## src/inc/vpic_pkg.sv

```systemverilog
package vpic_pkg;
  // ==========================================================
  // Register offsets (byte addresses, word registers)
  localparam logic [11:0] OFS_MODE_BASE   = 12'h000; // 32 mode words
  localparam logic [11:0] OFS_VECTOR_BASE = 12'h080; // 32 vector words
  localparam logic [11:0] OFS_READOUT     = 12'h100;
  localparam logic [11:0] OFS_FAST_READ   = 12'h104;
  localparam logic [11:0] OFS_CURRENT     = 12'h108;
  localparam logic [11:0] OFS_PENDING     = 12'h10c;
  localparam logic [11:0] OFS_MASK        = 12'h110;
  localparam logic [11:0] OFS_CORE_STATE  = 12'h114;
  localparam logic [11:0] OFS_ENABLE_CMD  = 12'h120;
  localparam logic [11:0] OFS_DISABLE_CMD = 12'h124;
  localparam logic [11:0] OFS_CLEAR_CMD   = 12'h128;
  localparam logic [11:0] OFS_SET_CMD     = 12'h12c;
  localparam logic [11:0] OFS_END_SERVICE = 12'h130;
  localparam logic [11:0] OFS_SPURIOUS    = 12'h134;
  localparam logic [11:0] OFS_DEBUG       = 12'h138;
  localparam logic [11:0] OFS_FORCE_EN    = 12'h140;
  localparam logic [11:0] OFS_FORCE_DIS   = 12'h144;
  localparam logic [11:0] OFS_FORCE_STAT  = 12'h148;
  localparam logic [11:0] OFS_WPROT       = 12'h1e4;
  // ==========================================================
  // Field layout of a mode word
  localparam int PRIO_LSB = 0;   // priority_level_field [2:0]
  localparam int TRIG_LSB = 5;   // trigger_condition_field [6:5]
  localparam int DBG_PROTECT = 0;
  localparam int DBG_GMASK   = 1;
  localparam logic [23:0] WPROT_KEY = 24'h5a5a5a; // arbitrary key
  localparam logic [31:0] RESET_WORD = 32'h0000_0000;
  localparam int NUM_SRC   = 32;
  localparam int STACK_DEP = 8;
  // ==========================================================
  // Trigger conditions
  typedef enum logic [1:0] {
    VPIC_LEVEL_LOW  = 2'h0,
    VPIC_EDGE_FALL  = 2'h1,
    VPIC_LEVEL_HIGH = 2'h2,
    VPIC_EDGE_RISE  = 2'h3
  } vpic_trig_e;
  typedef struct packed {
    logic [11:0] addr;
    logic [31:0] wdata;
    logic        wr;
    logic        rd;
  } vpic_bus_s;
  typedef struct packed {
    logic [4:0] src;
    logic [2:0] prio;
  } vpic_frame_s;
endpackage : vpic_pkg

```

## src/hw/vpic_ctrl.sv

```systemverilog
`timescale 1ns/1ps
module vpic_ctrl #(
  parameter int EXT_MASK = 32'h0000_0001 // Set bits mark external sources
) (
  input  wire logic               sys_clk,
  input  wire logic               reset_n,
  input  wire vpic_pkg::vpic_bus_s bus,
  output logic [31:0]             rdata,
  input  wire logic               fast_request_pin,
  input  wire logic [15:0]        system_source,
  input  wire logic [31:2]        peripheral_source_ids,
  output logic                    normal_request_out_n,
  output logic                    fast_request_out_n,
  output logic                    wake_out
);
  import vpic_pkg::*;

  if (NUM_SRC != 32 || STACK_DEP != 8) begin : gSizeCheck
    $error("vpic_ctrl: sizes fixed");
  end

  // ==========================================================
  // Reset release and input synchronisers (always-on clock)
  logic [1:0]  rstSync;
  logic        rstN;
  logic [31:0] syncA;
  logic [31:0] srcLine;
  logic [31:0] rawIn;
  logic [15:0] sysA;
  logic [15:0] sysB;

  // System lines are synchronised before the OR, so no raw pin feeds logic
  assign rawIn = {peripheral_source_ids, |sysB, fast_request_pin};

  always_ff @(posedge sys_clk or negedge reset_n) begin
    if (!reset_n) begin
      rstSync <= 2'h0;
    end else begin
      rstSync <= {rstSync[0], 1'b1};
    end
  end
  assign rstN = rstSync[1];

  // Two-stage synchroniser; only stage two is read
  always_ff @(posedge sys_clk or negedge rstN) begin
    if (!rstN) begin
      sysA    <= 16'h0;
      sysB    <= 16'h0;
      syncA   <= 32'h0;
      srcLine <= 32'h0;
    end else begin
      sysA    <= system_source;
      sysB    <= sysA;
      syncA   <= rawIn;
      srcLine <= syncA;
    end
  end

  // ==========================================================
  // Configuration storage
  logic [31:0] modeWord [NUM_SRC];
  logic [31:0] vecWord  [NUM_SRC];
  logic [31:0] enMask;
  logic [31:0] forceMask;
  logic [31:0] spurVec;
  logic        protectMode;
  logic        genMask;
  logic        wprotOn;
  logic [31:0] edgeHeld;
  logic [31:0] prevLine;
  logic        cfgWr;
  logic        readoutRd;
  logic        fastRd;
  logic        endWr;

  function automatic logic isAt(input logic [11:0] a, input logic [11:0] o);
    isAt = (a == o);
  endfunction : isAt

  assign cfgWr     = bus.wr && !wprotOn;
  assign readoutRd = bus.rd && isAt(bus.addr, OFS_READOUT) && !protectMode;
  assign fastRd    = bus.rd && isAt(bus.addr, OFS_FAST_READ) && !protectMode;
  assign endWr     = bus.wr && isAt(bus.addr, OFS_END_SERVICE);

  // Mode and vector words, write-protected
  always_ff @(posedge sys_clk or negedge rstN) begin
    if (!rstN) begin
      for (int i = 0; i < NUM_SRC; i++) begin
        modeWord[i] <= RESET_WORD;
        vecWord[i]  <= RESET_WORD;
      end
      spurVec <= RESET_WORD;
    end else if (cfgWr) begin
      for (int i = 0; i < NUM_SRC; i++) begin
        if (bus.addr == OFS_MODE_BASE + 12'(4 * i)) begin
          modeWord[i] <= bus.wdata;
        end
        if (bus.addr == OFS_VECTOR_BASE + 12'(4 * i)) begin
          vecWord[i] <= bus.wdata;
        end
      end
      if (isAt(bus.addr, OFS_SPURIOUS)) begin
        spurVec <= bus.wdata;
      end
    end
  end

  // Enable and fast-forcing masks, debug control
  always_ff @(posedge sys_clk or negedge rstN) begin
    if (!rstN) begin
      enMask      <= 32'h0;
      forceMask   <= 32'h0;
      protectMode <= 1'b0;
      genMask     <= 1'b0;
    end else if (cfgWr) begin
      if (isAt(bus.addr, OFS_ENABLE_CMD))  enMask <= enMask | bus.wdata;
      if (isAt(bus.addr, OFS_DISABLE_CMD)) enMask <= enMask & ~bus.wdata;
      if (isAt(bus.addr, OFS_FORCE_EN))    forceMask <= forceMask | {bus.wdata[31:1], 1'b0};
      if (isAt(bus.addr, OFS_FORCE_DIS))   forceMask <= forceMask & ~bus.wdata;
      if (isAt(bus.addr, OFS_DEBUG)) begin
        protectMode <= bus.wdata[DBG_PROTECT];
        genMask     <= bus.wdata[DBG_GMASK];
      end
    end
  end

  // Write protection, key checked, never itself protected
  always_ff @(posedge sys_clk or negedge rstN) begin
    if (!rstN) begin
      wprotOn <= 1'b0;
    end else if (bus.wr && isAt(bus.addr, OFS_WPROT) && bus.wdata[31:8] == WPROT_KEY) begin
      wprotOn <= bus.wdata[0];
    end
  end

  // ==========================================================
  // Source input stage
  logic [31:0] condNow;
  logic [31:0] edgeMode;
  logic [31:0] edgeSeen;
  logic [31:0] pending;

  always_comb begin
    for (int i = 0; i < NUM_SRC; i++) begin
      logic [1:0] t;
      t = modeWord[i][TRIG_LSB +: 2];
      edgeMode[i] = t[0];
      if (EXT_MASK[i]) begin
        case (vpic_trig_e'(t))
          VPIC_LEVEL_LOW:  condNow[i] = !srcLine[i];
          VPIC_LEVEL_HIGH: condNow[i] = srcLine[i];
          VPIC_EDGE_FALL:  condNow[i] = !srcLine[i] && prevLine[i];
          VPIC_EDGE_RISE:  condNow[i] = srcLine[i] && !prevLine[i];
          default:         condNow[i] = 1'b0;
        endcase
      end else begin
        condNow[i] = t[0] ? (srcLine[i] && !prevLine[i]) : srcLine[i];
      end
      edgeSeen[i] = edgeMode[i] && condNow[i];
      pending[i]  = edgeMode[i] ? edgeHeld[i] : condNow[i];
    end
  end

  // ==========================================================
  // Priority resolver
  logic [31:0] active;
  logic [4:0]  bestSrc;
  logic [2:0]  bestPrio;
  logic        bestAny;
  logic [4:0]  curSrc;
  logic [2:0]  curPrio;
  logic        inService;

  assign active = pending & enMask & ~forceMask;

  always_comb begin
    bestSrc  = 5'h0;
    bestPrio = 3'h0;
    bestAny  = 1'b0;
    for (int i = NUM_SRC - 1; i >= 1; i--) begin
      // Walk downward; >= lets lower number win a tie
      if (active[i] &&
          (!bestAny || modeWord[i][PRIO_LSB +: 3] >= bestPrio)) begin
        bestAny  = 1'b1;
        bestSrc  = 5'(i);
        bestPrio = modeWord[i][PRIO_LSB +: 3];
      end
    end
  end

  // ==========================================================
  // Nesting stack
  vpic_frame_s stack [STACK_DEP];
  logic [3:0]  depth;

  always_ff @(posedge sys_clk or negedge rstN) begin
    if (!rstN) begin
      depth     <= 4'h0;
      curSrc    <= 5'h0;
      curPrio   <= 3'h0;
      inService <= 1'b0;
      for (int i = 0; i < STACK_DEP; i++) stack[i] <= '0;
    end else if (readoutRd && bestAny) begin
      if (inService && depth < 4'(STACK_DEP)) begin
        stack[depth[2:0]] <= '{src: curSrc, prio: curPrio};
        depth <= depth + 4'h1;
      end
      curSrc    <= bestSrc;
      curPrio   <= bestPrio;
      inService <= 1'b1;
    end else if (endWr && inService) begin
      if (depth != 4'h0) begin
        curSrc  <= stack[depth[2:0] - 3'h1].src;
        curPrio <= stack[depth[2:0] - 3'h1].prio;
        depth   <= depth - 4'h1;
      end else begin
        inService <= 1'b0;
        curSrc    <= 5'h0;
        curPrio   <= 3'h0;
      end
    end
  end

  // ==========================================================
  // Edge memory: set wins over every clear
  logic [31:0] edgeClr;

  always_comb begin
    edgeClr = 32'h0;
    if (cfgWr && isAt(bus.addr, OFS_CLEAR_CMD)) edgeClr = bus.wdata;
    if (readoutRd && bestAny && !forceMask[bestSrc]) edgeClr[bestSrc] = 1'b1;
    if (fastRd) edgeClr[0] = 1'b1;
  end

  always_ff @(posedge sys_clk or negedge rstN) begin
    if (!rstN) begin
      edgeHeld <= 32'h0;
      prevLine <= 32'h0;
    end else begin
      prevLine <= srcLine;
      edgeHeld <= ((edgeHeld & ~edgeClr) | edgeSeen
                  | ((cfgWr && isAt(bus.addr, OFS_SET_CMD)) ? bus.wdata : 32'h0)) & edgeMode;
    end
  end

  // ==========================================================
  // Request outputs, registered, active low; wake_out registered, active high
  logic wantNormal;
  logic wantFast;

  assign wantNormal = bestAny && (!inService || bestPrio > curPrio);
  assign wantFast   = |(pending & enMask & (forceMask | 32'h1));

  always_ff @(posedge sys_clk or negedge rstN) begin
    if (!rstN) begin
      normal_request_out_n <= 1'b1;
      fast_request_out_n   <= 1'b1;
      wake_out             <= 1'b0;
    end else begin
      normal_request_out_n <= !(wantNormal && !genMask);
      fast_request_out_n   <= !(wantFast && !genMask);
      wake_out             <= wantNormal || wantFast;
    end
  end

  // ==========================================================
  // Read data, one cycle after strobe
  always_ff @(posedge sys_clk or negedge rstN) begin
    if (!rstN) begin
      rdata <= 32'h0;
    end else if (bus.rd) begin
      rdata <= 32'h0;
      for (int i = 0; i < NUM_SRC; i++) begin
        if (bus.addr == OFS_MODE_BASE + 12'(4 * i))   rdata <= modeWord[i];
        if (bus.addr == OFS_VECTOR_BASE + 12'(4 * i)) rdata <= vecWord[i];
      end
      case (bus.addr)
        OFS_READOUT:    rdata <= bestAny ? vecWord[bestSrc] : spurVec;
        OFS_FAST_READ:  rdata <= vecWord[0];
        OFS_CURRENT:    rdata <= {27'h0, curSrc};
        OFS_PENDING:    rdata <= pending;
        OFS_MASK:       rdata <= enMask;
        OFS_CORE_STATE: rdata <= {30'h0, !normal_request_out_n, !fast_request_out_n};
        OFS_SPURIOUS:   rdata <= spurVec;
        OFS_DEBUG:      rdata <= {30'h0, genMask, protectMode};
        OFS_FORCE_STAT: rdata <= forceMask;
        OFS_WPROT:      rdata <= {31'h0, wprotOn};
        default:        ;
      endcase
    end else begin
      rdata <= 32'h0;
    end
  end
endmodule : vpic_ctrl

```

## config.mk

```make
export PLATFORM = sky130hd
export DESIGN_NAME = vpic_ctrl
export DESIGN_NICKNAME = d
export VERILOG_FILES = /design/src/inc/vpic_pkg.sv /design/src/hw/vpic_ctrl.sv
export SDC_FILE = /design/constraint.sdc
export NUM_CORES = 2
export LEC_CHECK = 0
export ABC_AREA = 1
export BUFFER_PORTS_ARGS = -buffer_cell sky130_fd_sc_hd__buf_2
export CAP_MARGIN = 20
export CELL_PAD_IN_SITES_DETAIL_PLACEMENT = 1
export CELL_PAD_IN_SITES_GLOBAL_PLACEMENT = 2
export CORE_MARGIN = 2
export CORE_UTILIZATION = 35
export DETAILED_ROUTE_END_ITERATION = 8
export GPL_TIMING_DRIVEN = 0
export PLACE_DENSITY_LB_ADDON = 0.15
export REMOVE_ABC_BUFFERS = 1
export SLEW_MARGIN = 20
export SYNTH_ARGS = -nofsm -noshare
export SYNTH_HDL_FRONTEND = slang
export SYNTH_SLANG_ARGS = --single-unit
```

## constraint.sdc

```tcl
create_clock -name sys_clk -period 70.5 [get_ports sys_clk]
set_clock_uncertainty 0.2 [all_clocks]
set_input_delay 14.1 -clock sys_clk [delete_from_list [all_inputs] [get_ports sys_clk]]
set_output_delay 14.1 -clock sys_clk [all_outputs]
set_load 0.05 [all_outputs]
```

# Yosys cells after proc, flatten, opt, wreduce, memory -nomap -nowiden
# Cells that the tools add are included.
[op_classes]
eq_ne = 86
n_mux = 258
reduce_logical = 298
n_lt_le_gt_ge = 38
bitwise = 18
multipliers = 0
shifts = 0
addsub = 3
div_mod_pow = 0
[op_table]
columns = ["cell", "count"]
rows = [
  ["32-bit two-way mux", 75],
  ["12-bit by 8-bit equality test with 1-bit output, second input constant", 32],
  ["32-bit case mux with 10 select lines", 1],
  ["32-bit AND", 7],
  ["12-bit by 9-bit equality test with 1-bit output, second input constant", 17],
  ["12-bit by 7-bit equality test with 1-bit output, second input constant", 16],
  ["5-bit two-way mux", 34],
  ["32-bit binary-select mux with 5-bit select", 1],
  ["32-bit OR", 5],
  ["2-bit AND reduction", 70],
  ["1-bit logical AND", 114],
  ["3-bit two-way mux", 34],
  ["1-bit two-way mux", 100],
  ["12-bit by 6-bit equality test with 1-bit output, second input constant", 8],
  ["32-bit inverter", 3],
  ["3-bit greater-or-equal comparator", 30],
  ["1-bit logical NOT", 72],
  ["64-bit bitwise mux", 1],
  ["12-bit by 5-bit equality test with 1-bit output, second input constant", 4],
  ["1-bit logical OR", 32],
  ["32-bit OR reduction", 1],
  ["8-bit binary-select mux with 3-bit select", 1],
  ["8-bit demux with 3-bit select", 1],
  ["12-bit by 4-bit equality test with 1-bit output, second input constant", 2],
  ["other kinds (29)", 40],
]
[word_totals]
n_memories = 0
regBits = 2421
mem_bits_rw = 0
latch_bits = 0
in_bits = 95
elab_cells = 802
out_inout_bits = 35
mem_bits_ro = 0

# Longest topological paths before layout
[logic_depth]
depth_word = 139
mapped_depth = 310
depth_no_buf = 307

# Worst setup path after synthesis
# No wires, ideal clock.
[synth_timing]
path_type = "reg2reg"
from = "register modeWord (netlist bit edgeMode[31])"
to = "register rdata[29]"
arrival_ns = 29.279
path_slack_ns = 40.895
stages_incl_launch_ff = 303
period_less_slack_ns = 29.605
required_time_ns = 70.174
setup_time_ns = 0.126
path_cell_list = "dfrtp_1 > inv_2 > nand2_1 > nand3_1 > nor2_1 > nand2_1 > ha_1 > a21oi_1 > nand2_1 > o21ai_1 > inv_1 > o21ai_0 > inv_1 > ha_1 > and3_1 > nor2_1 > nand2_1 > nand2_2 > (+267 left out) > ha_1 > a21oi_1 > o2111ai_1 > nand4_1 > inv_1 > nor4_1 > nand2_1 > inv_2 > nand2_1 > nor2_2 > buf_6 > nand2_1 > nand2_1 > nor2_2 > nand2_1 > nand2_1 > nand2_1 > a21oi_2"
[synth_via]
elab_chain_cells = 132
elab_cells_between_ends = 223
[synth_rtl]
columns = ["item", "line_no", "text"]
rows = [
  ["start, declared", "vpic_ctrl.sv:61", "logic [31:0] modeWord [NUM_SRC];"],
  ["start signal, assigned by index", "vpic_ctrl.sv:96", "modeWord[i] <= bus.wdata;"],
  ["1-bit two-way mux", "vpic_ctrl.sv:157", "condNow[i] = t[0] ? (srcLine[i] && !prevLine[i]) : srcLine[i];"],
  ["1-bit two-way mux *", "vpic_ctrl.sv:160", "pending[i] = edgeMode[i] ? edgeHeld[i] : condNow[i];"],
  ["32-bit AND * (2 in series)", "vpic_ctrl.sv:174", "assign active = pending & enMask & ~forceMask;"],
  ["3-bit two-way mux / 1-bit two-way mux (equally long branches)", "vpic_ctrl.sv:182", "if (active[i] &&"],
  ["3-bit greater-or-equal comparator / 1-bit logical NOT (equally long branches)", "vpic_ctrl.sv:183", "(!bestAny || modeWord[i][PRIO_LSB +: 3] >= bestPrio)) begin"],
  ["1-bit logical OR", "vpic_ctrl.sv:183", ""],
  ["1-bit logical AND", "vpic_ctrl.sv:182", ""],
  ["3-bit two-way mux / 1-bit two-way mux (equally long branches)", "vpic_ctrl.sv:182", ""],
  ["(+114 left out)", "-", ""],
  ["1-bit logical AND", "vpic_ctrl.sv:182", ""],
  ["5-bit two-way mux", "vpic_ctrl.sv:182", ""],
  ["5-bit inverter with 6-bit output (implied by the code)", "vpic_ctrl.sv:278", "OFS_READOUT: rdata <= bestAny ? vecWord[bestSrc] : spurVec;"],
  ["32-bit binary-select mux with 5-bit select", "vpic_ctrl.sv:278", ""],
  ["32-bit two-way mux (implied by the code) (2 in series)", "vpic_ctrl.sv:278", ""],
  ["32-bit two-way mux *", "vpic_ctrl.sv:278", ""],
  ["32-bit case mux with 10 select lines *", "vpic_ctrl.sv:277", "case (bus.addr)"],
  ["32-bit two-way mux *", "vpic_ctrl.sv:271", "end else if (bus.rd) begin"],
  ["end signal, assigned", "vpic_ctrl.sv:278", ""],
  ["end signal, assigned", "vpic_ctrl.sv:279", "OFS_FAST_READ: rdata <= vecWord[0];"],
  ["end signal, assigned", "vpic_ctrl.sv:280", "OFS_CURRENT: rdata <= {27'h0, curSrc};"],
  ["end, declared", "vpic_ctrl.sv:8", "output logic [31:0] rdata,"],
]
# Every way passes the cells marked *; elsewhere a longest branch is shown, timed or not. The select of a mux whose other input is x is not followed.
# A chain may end at the register's enable or synchronous reset.

# Worst setup path after layout
[layout_timing]
from = "register modeWord (netlist bit edgeMode[31])"
to = "register rdata[11]"
# The elaborated chain is that of the path after synthesis.

==> out/results.ini <==
[floorplan]
dieArea_mm2=0.340
initial_core_util_pct=35.2
ios=130
rows=212
fp.dieH_um=583
die_w_um=583
core_area_mm2=0.334

[final_layout]
fill_cells=39100
fin_util_pct=40.8
nets=14400
drive_gt1_share_pct=8.37
stdcell_count=18900
area_delta_synth_final_pct=16.0

[synth]
async_flop_share_pct=100
syn_inst=14600
synth_flop_cell=dfrtp_1
synth_edf_count=0
synth.area.top_cells=dfrtp_1 (52%), nand2_1 (16%), o21ai_0 (12%)
synth_cell_types=74
netlist.area_leader.share_pct=51.6
syn_area_mm2=0.117
yosys.area.top_type=dfrtp_1
syn_avg_cell_area_um2=8.02
synth-seq-cells=2421
yosysSeqAreaShare_pct=51.6
yosys_warnings=0

[clock_tree]
post_cts_resized=0
cts_tree=yes
cts_buffers=296
clk_latency_ns=0.95
cts_buffer_depth=4
clk_pin_slew_worst_paths_ns=0.06
ctsHtreeMaxLevel=5
cts_hold_buf=0
cts_sinks=2421
root_buffer=clkbuf_16
cts_setup_buffers=0

[routing]
viasPerCell=5.67
drtAntennaViolNets=0
wl_per_cell_um=29.6
dr.pass1.iters=8
vias=107000
drcViolationCount=0
drtIter0Drc=9234
wirelength_mm=560

[pwr]
worst_ir_drop_vdd_mv=0.0184
power_density_mw_per_mm2=23.2
p_int_uw=2360
seqPwrFrac_pct=44.6
p_leak_uw=0.0609
clockPowerShare_pct=49.6
switchingPower_uw=798
combPwrFrac_pct=5.8
switching_share_pct=25.3

[critical_path]
worstReg2RegStart=edgeMode[31]$_DFFE_PN0P_
critPathRequiredTime_ns=71.08
cp-start-kind=flop
cpMostUsedCell=nand2_1
max_stage_delay_ns=1.10
cp.arrival_ns=40.83
cp_max_fo=12
critPathKind=flop to flop
cp_slowest_cell=inv_2
r2r_slack_ns=30.25
crit_path_start=edgeMode[31]$_DFFE_PN0P_
end_kind=flop

[sta]
finalCriticalPeriod_ns=40.25
setup_viol=0
fmax_mhz=24.8
slew_violations=0
relSlewSlack_pct=18.5
grt_setup_unrepaired=no
finalHoldViolations=0
period_share_pct=57.1
fin_setup_tns_ns=0
worst_slew_pin_slew_ns=1.21

[global_route]
antenna_found_initial=51
overflow=0
grt_util_all_layers_pct=32.6
grt_pass1_wl_mm=804
grt_max_degree=114
grt_pass1_vias=109000

[placed_design]
hpwl_mm=393
place_inst=18400
io_buffer_count=129
gp_congestion=0.917

[flow_run]
max-cap-violations=0

[worst_hold_path]
hold_path.class=flop to asynchronous set/reset pin

[status]
outcome=complete, no violations

==> layer usage <==
layer	up-vias	part of all wire [%]	routed length (um)	global-route usage, %
met4	16	6.0	33700	16.9
met5	-	0.019	109	0
met2	3086	45	254000	51.7
met3	972	5.3	29600	4.10
li1	48000	-	-	-
met1	55100	43	243000	43.5
==> power by group through the flow <==
stage / Clock, uW / Sequential, uW / Combinational, uW
2_1_floorplan: 0 / 1450 / 67.3
3_3_place_gp: 0 / 1470 / 147
3_5_place_dp: 0 / 1430 / 183
4_1_cts: 1590 / 1410 / 184
5_1_grt: 1640 / 1410 / 197
6_report: 1560 / 1410 / 183
==> Yosys cell counts (58+ instances only) <==
| cell | instances |
|---|---|
| dfrtp_1 | 2419 |
| inv_1 | 940 |
| buf_6 | 58 |
| o22ai_1 | 58 |
| o21ai_1 | 90 |
| nand2_1 | 4897 |
| o2111ai_1 | 79 |
| nor2_1 | 484 |
| o21ai_0 | 2906 |
| nand3_1 | 233 |
| ha_1 | 72 |
| nand2_2 | 83 |
| nor3_1 | 67 |
| o211ai_1 | 279 |
| a21oi_1 | 233 |
| clkbuf_1 | 880 |
| a221oi_1 | 420 |
==> stage by stage <==
stage / worst slack [ns] / power (uW) / hold WS, ns / area, um2
after floorplan: -2.18 / 1520 / 0.131 / 113000
after global placement: -34.97 / 1620 / 0.134 / 119000
after detailed placement: 30.49 / 1610 / 0.0479 / 126000
after CTS: 30.33 / 3180 / 0.0532 / 136000
after global routing: 26.28 / 3250 / 0.0734 / 136000
final: 30.25 / 3150 / 0.0380 / 136000
==> area by class of cell <==
cell class | count | area (um2) | area share [%]
flip-flops and latches | 2421 | 60600 | 44.5
multi-input cells | 10200 | 49300 | 36.2
clock buffers | 450 | 8740 | 6.42
repair buffers | 411 | 7200 | 5.29
well taps | 4387 | 5490 | 4.03
inverters | 981 | 3800 | 2.79
clock inverters | 82 | 963 | 0.708
diodes | 20 | 50.0 | 0.0368
==> critical path, delay by kind of cell, from the launching register on <==
family | cells | cell delay (ns)
buf+inv | 55 | 4.97
simple gates | 148 | 15.30
compound gates | 64 | 10.16
fa+ha+maj | 30 | 8.83
flops | 1 | 0.41
==> final timing paths <==
| kind | cells past startpoint | endpoint |
|---|---|---|
| max | 297 | rdata[11]$_DFF_PN0_ |
| min | 0 | stack[20]$_DFFE_PN0P_ |
| max reg2reg | 297 | rdata[11]$_DFF_PN0_ |
| min reg2reg | 0 | stack[20]$_DFFE_PN0P_ |
| max in group asynchronous | 1 | rstSync[1]$_DFF_PN0_ |
| min in group sys_clk | 0 | srcLine[1]$_DFF_PN0_ |
==> flip-flops by register name, indices dropped and copies added, names as in the netlist, 16 cells and up, named ones only <==
name / cells
sysB: 16
sysA: 16
vecWord: 1024
prevLine: 32
rdata: 32
syncA: 32
spurVec: 32
stack: 64
modeWord: 992
srcLine: 32
edgeMode: 32
edgeHeld: 32
==> kinds of logic after synthesis <==
logic type | synth area share, %
adder cells (fa/ha/maj) | 0.784
multiplexers | 0.0948
other | 0.00319
flip-flops | 51.6
AO/OA/AOI/OAI | 20.6
buffers and inverters | 7.28
XOR/XNOR | 0.0298
AND/OR/NAND/NOR | 19.6
==> cells in the final DEF, fill, tap and decap left out, types with 54 or more instances in the layout <==
cell type	count
inv_1	894
dfrtp_1	2417
clkbuf_8	54
nand2_4	77
o221ai_1	56
nor3_1	60
o22ai_1	58
nand2_1	4831
clkbuf_16	307
o21ai_0	2901
nor2_4	61
clkbuf_1	90
nand2_2	84
o21ai_1	95
a221oi_1	420
a21oi_1	233
nor2_1	418
buf_16	165
nand3_1	230
o211ai_1	279
o2111ai_1	79
buf_2	129
buf_12	77
ha_1	71
(Power assumes the default switching activity.)
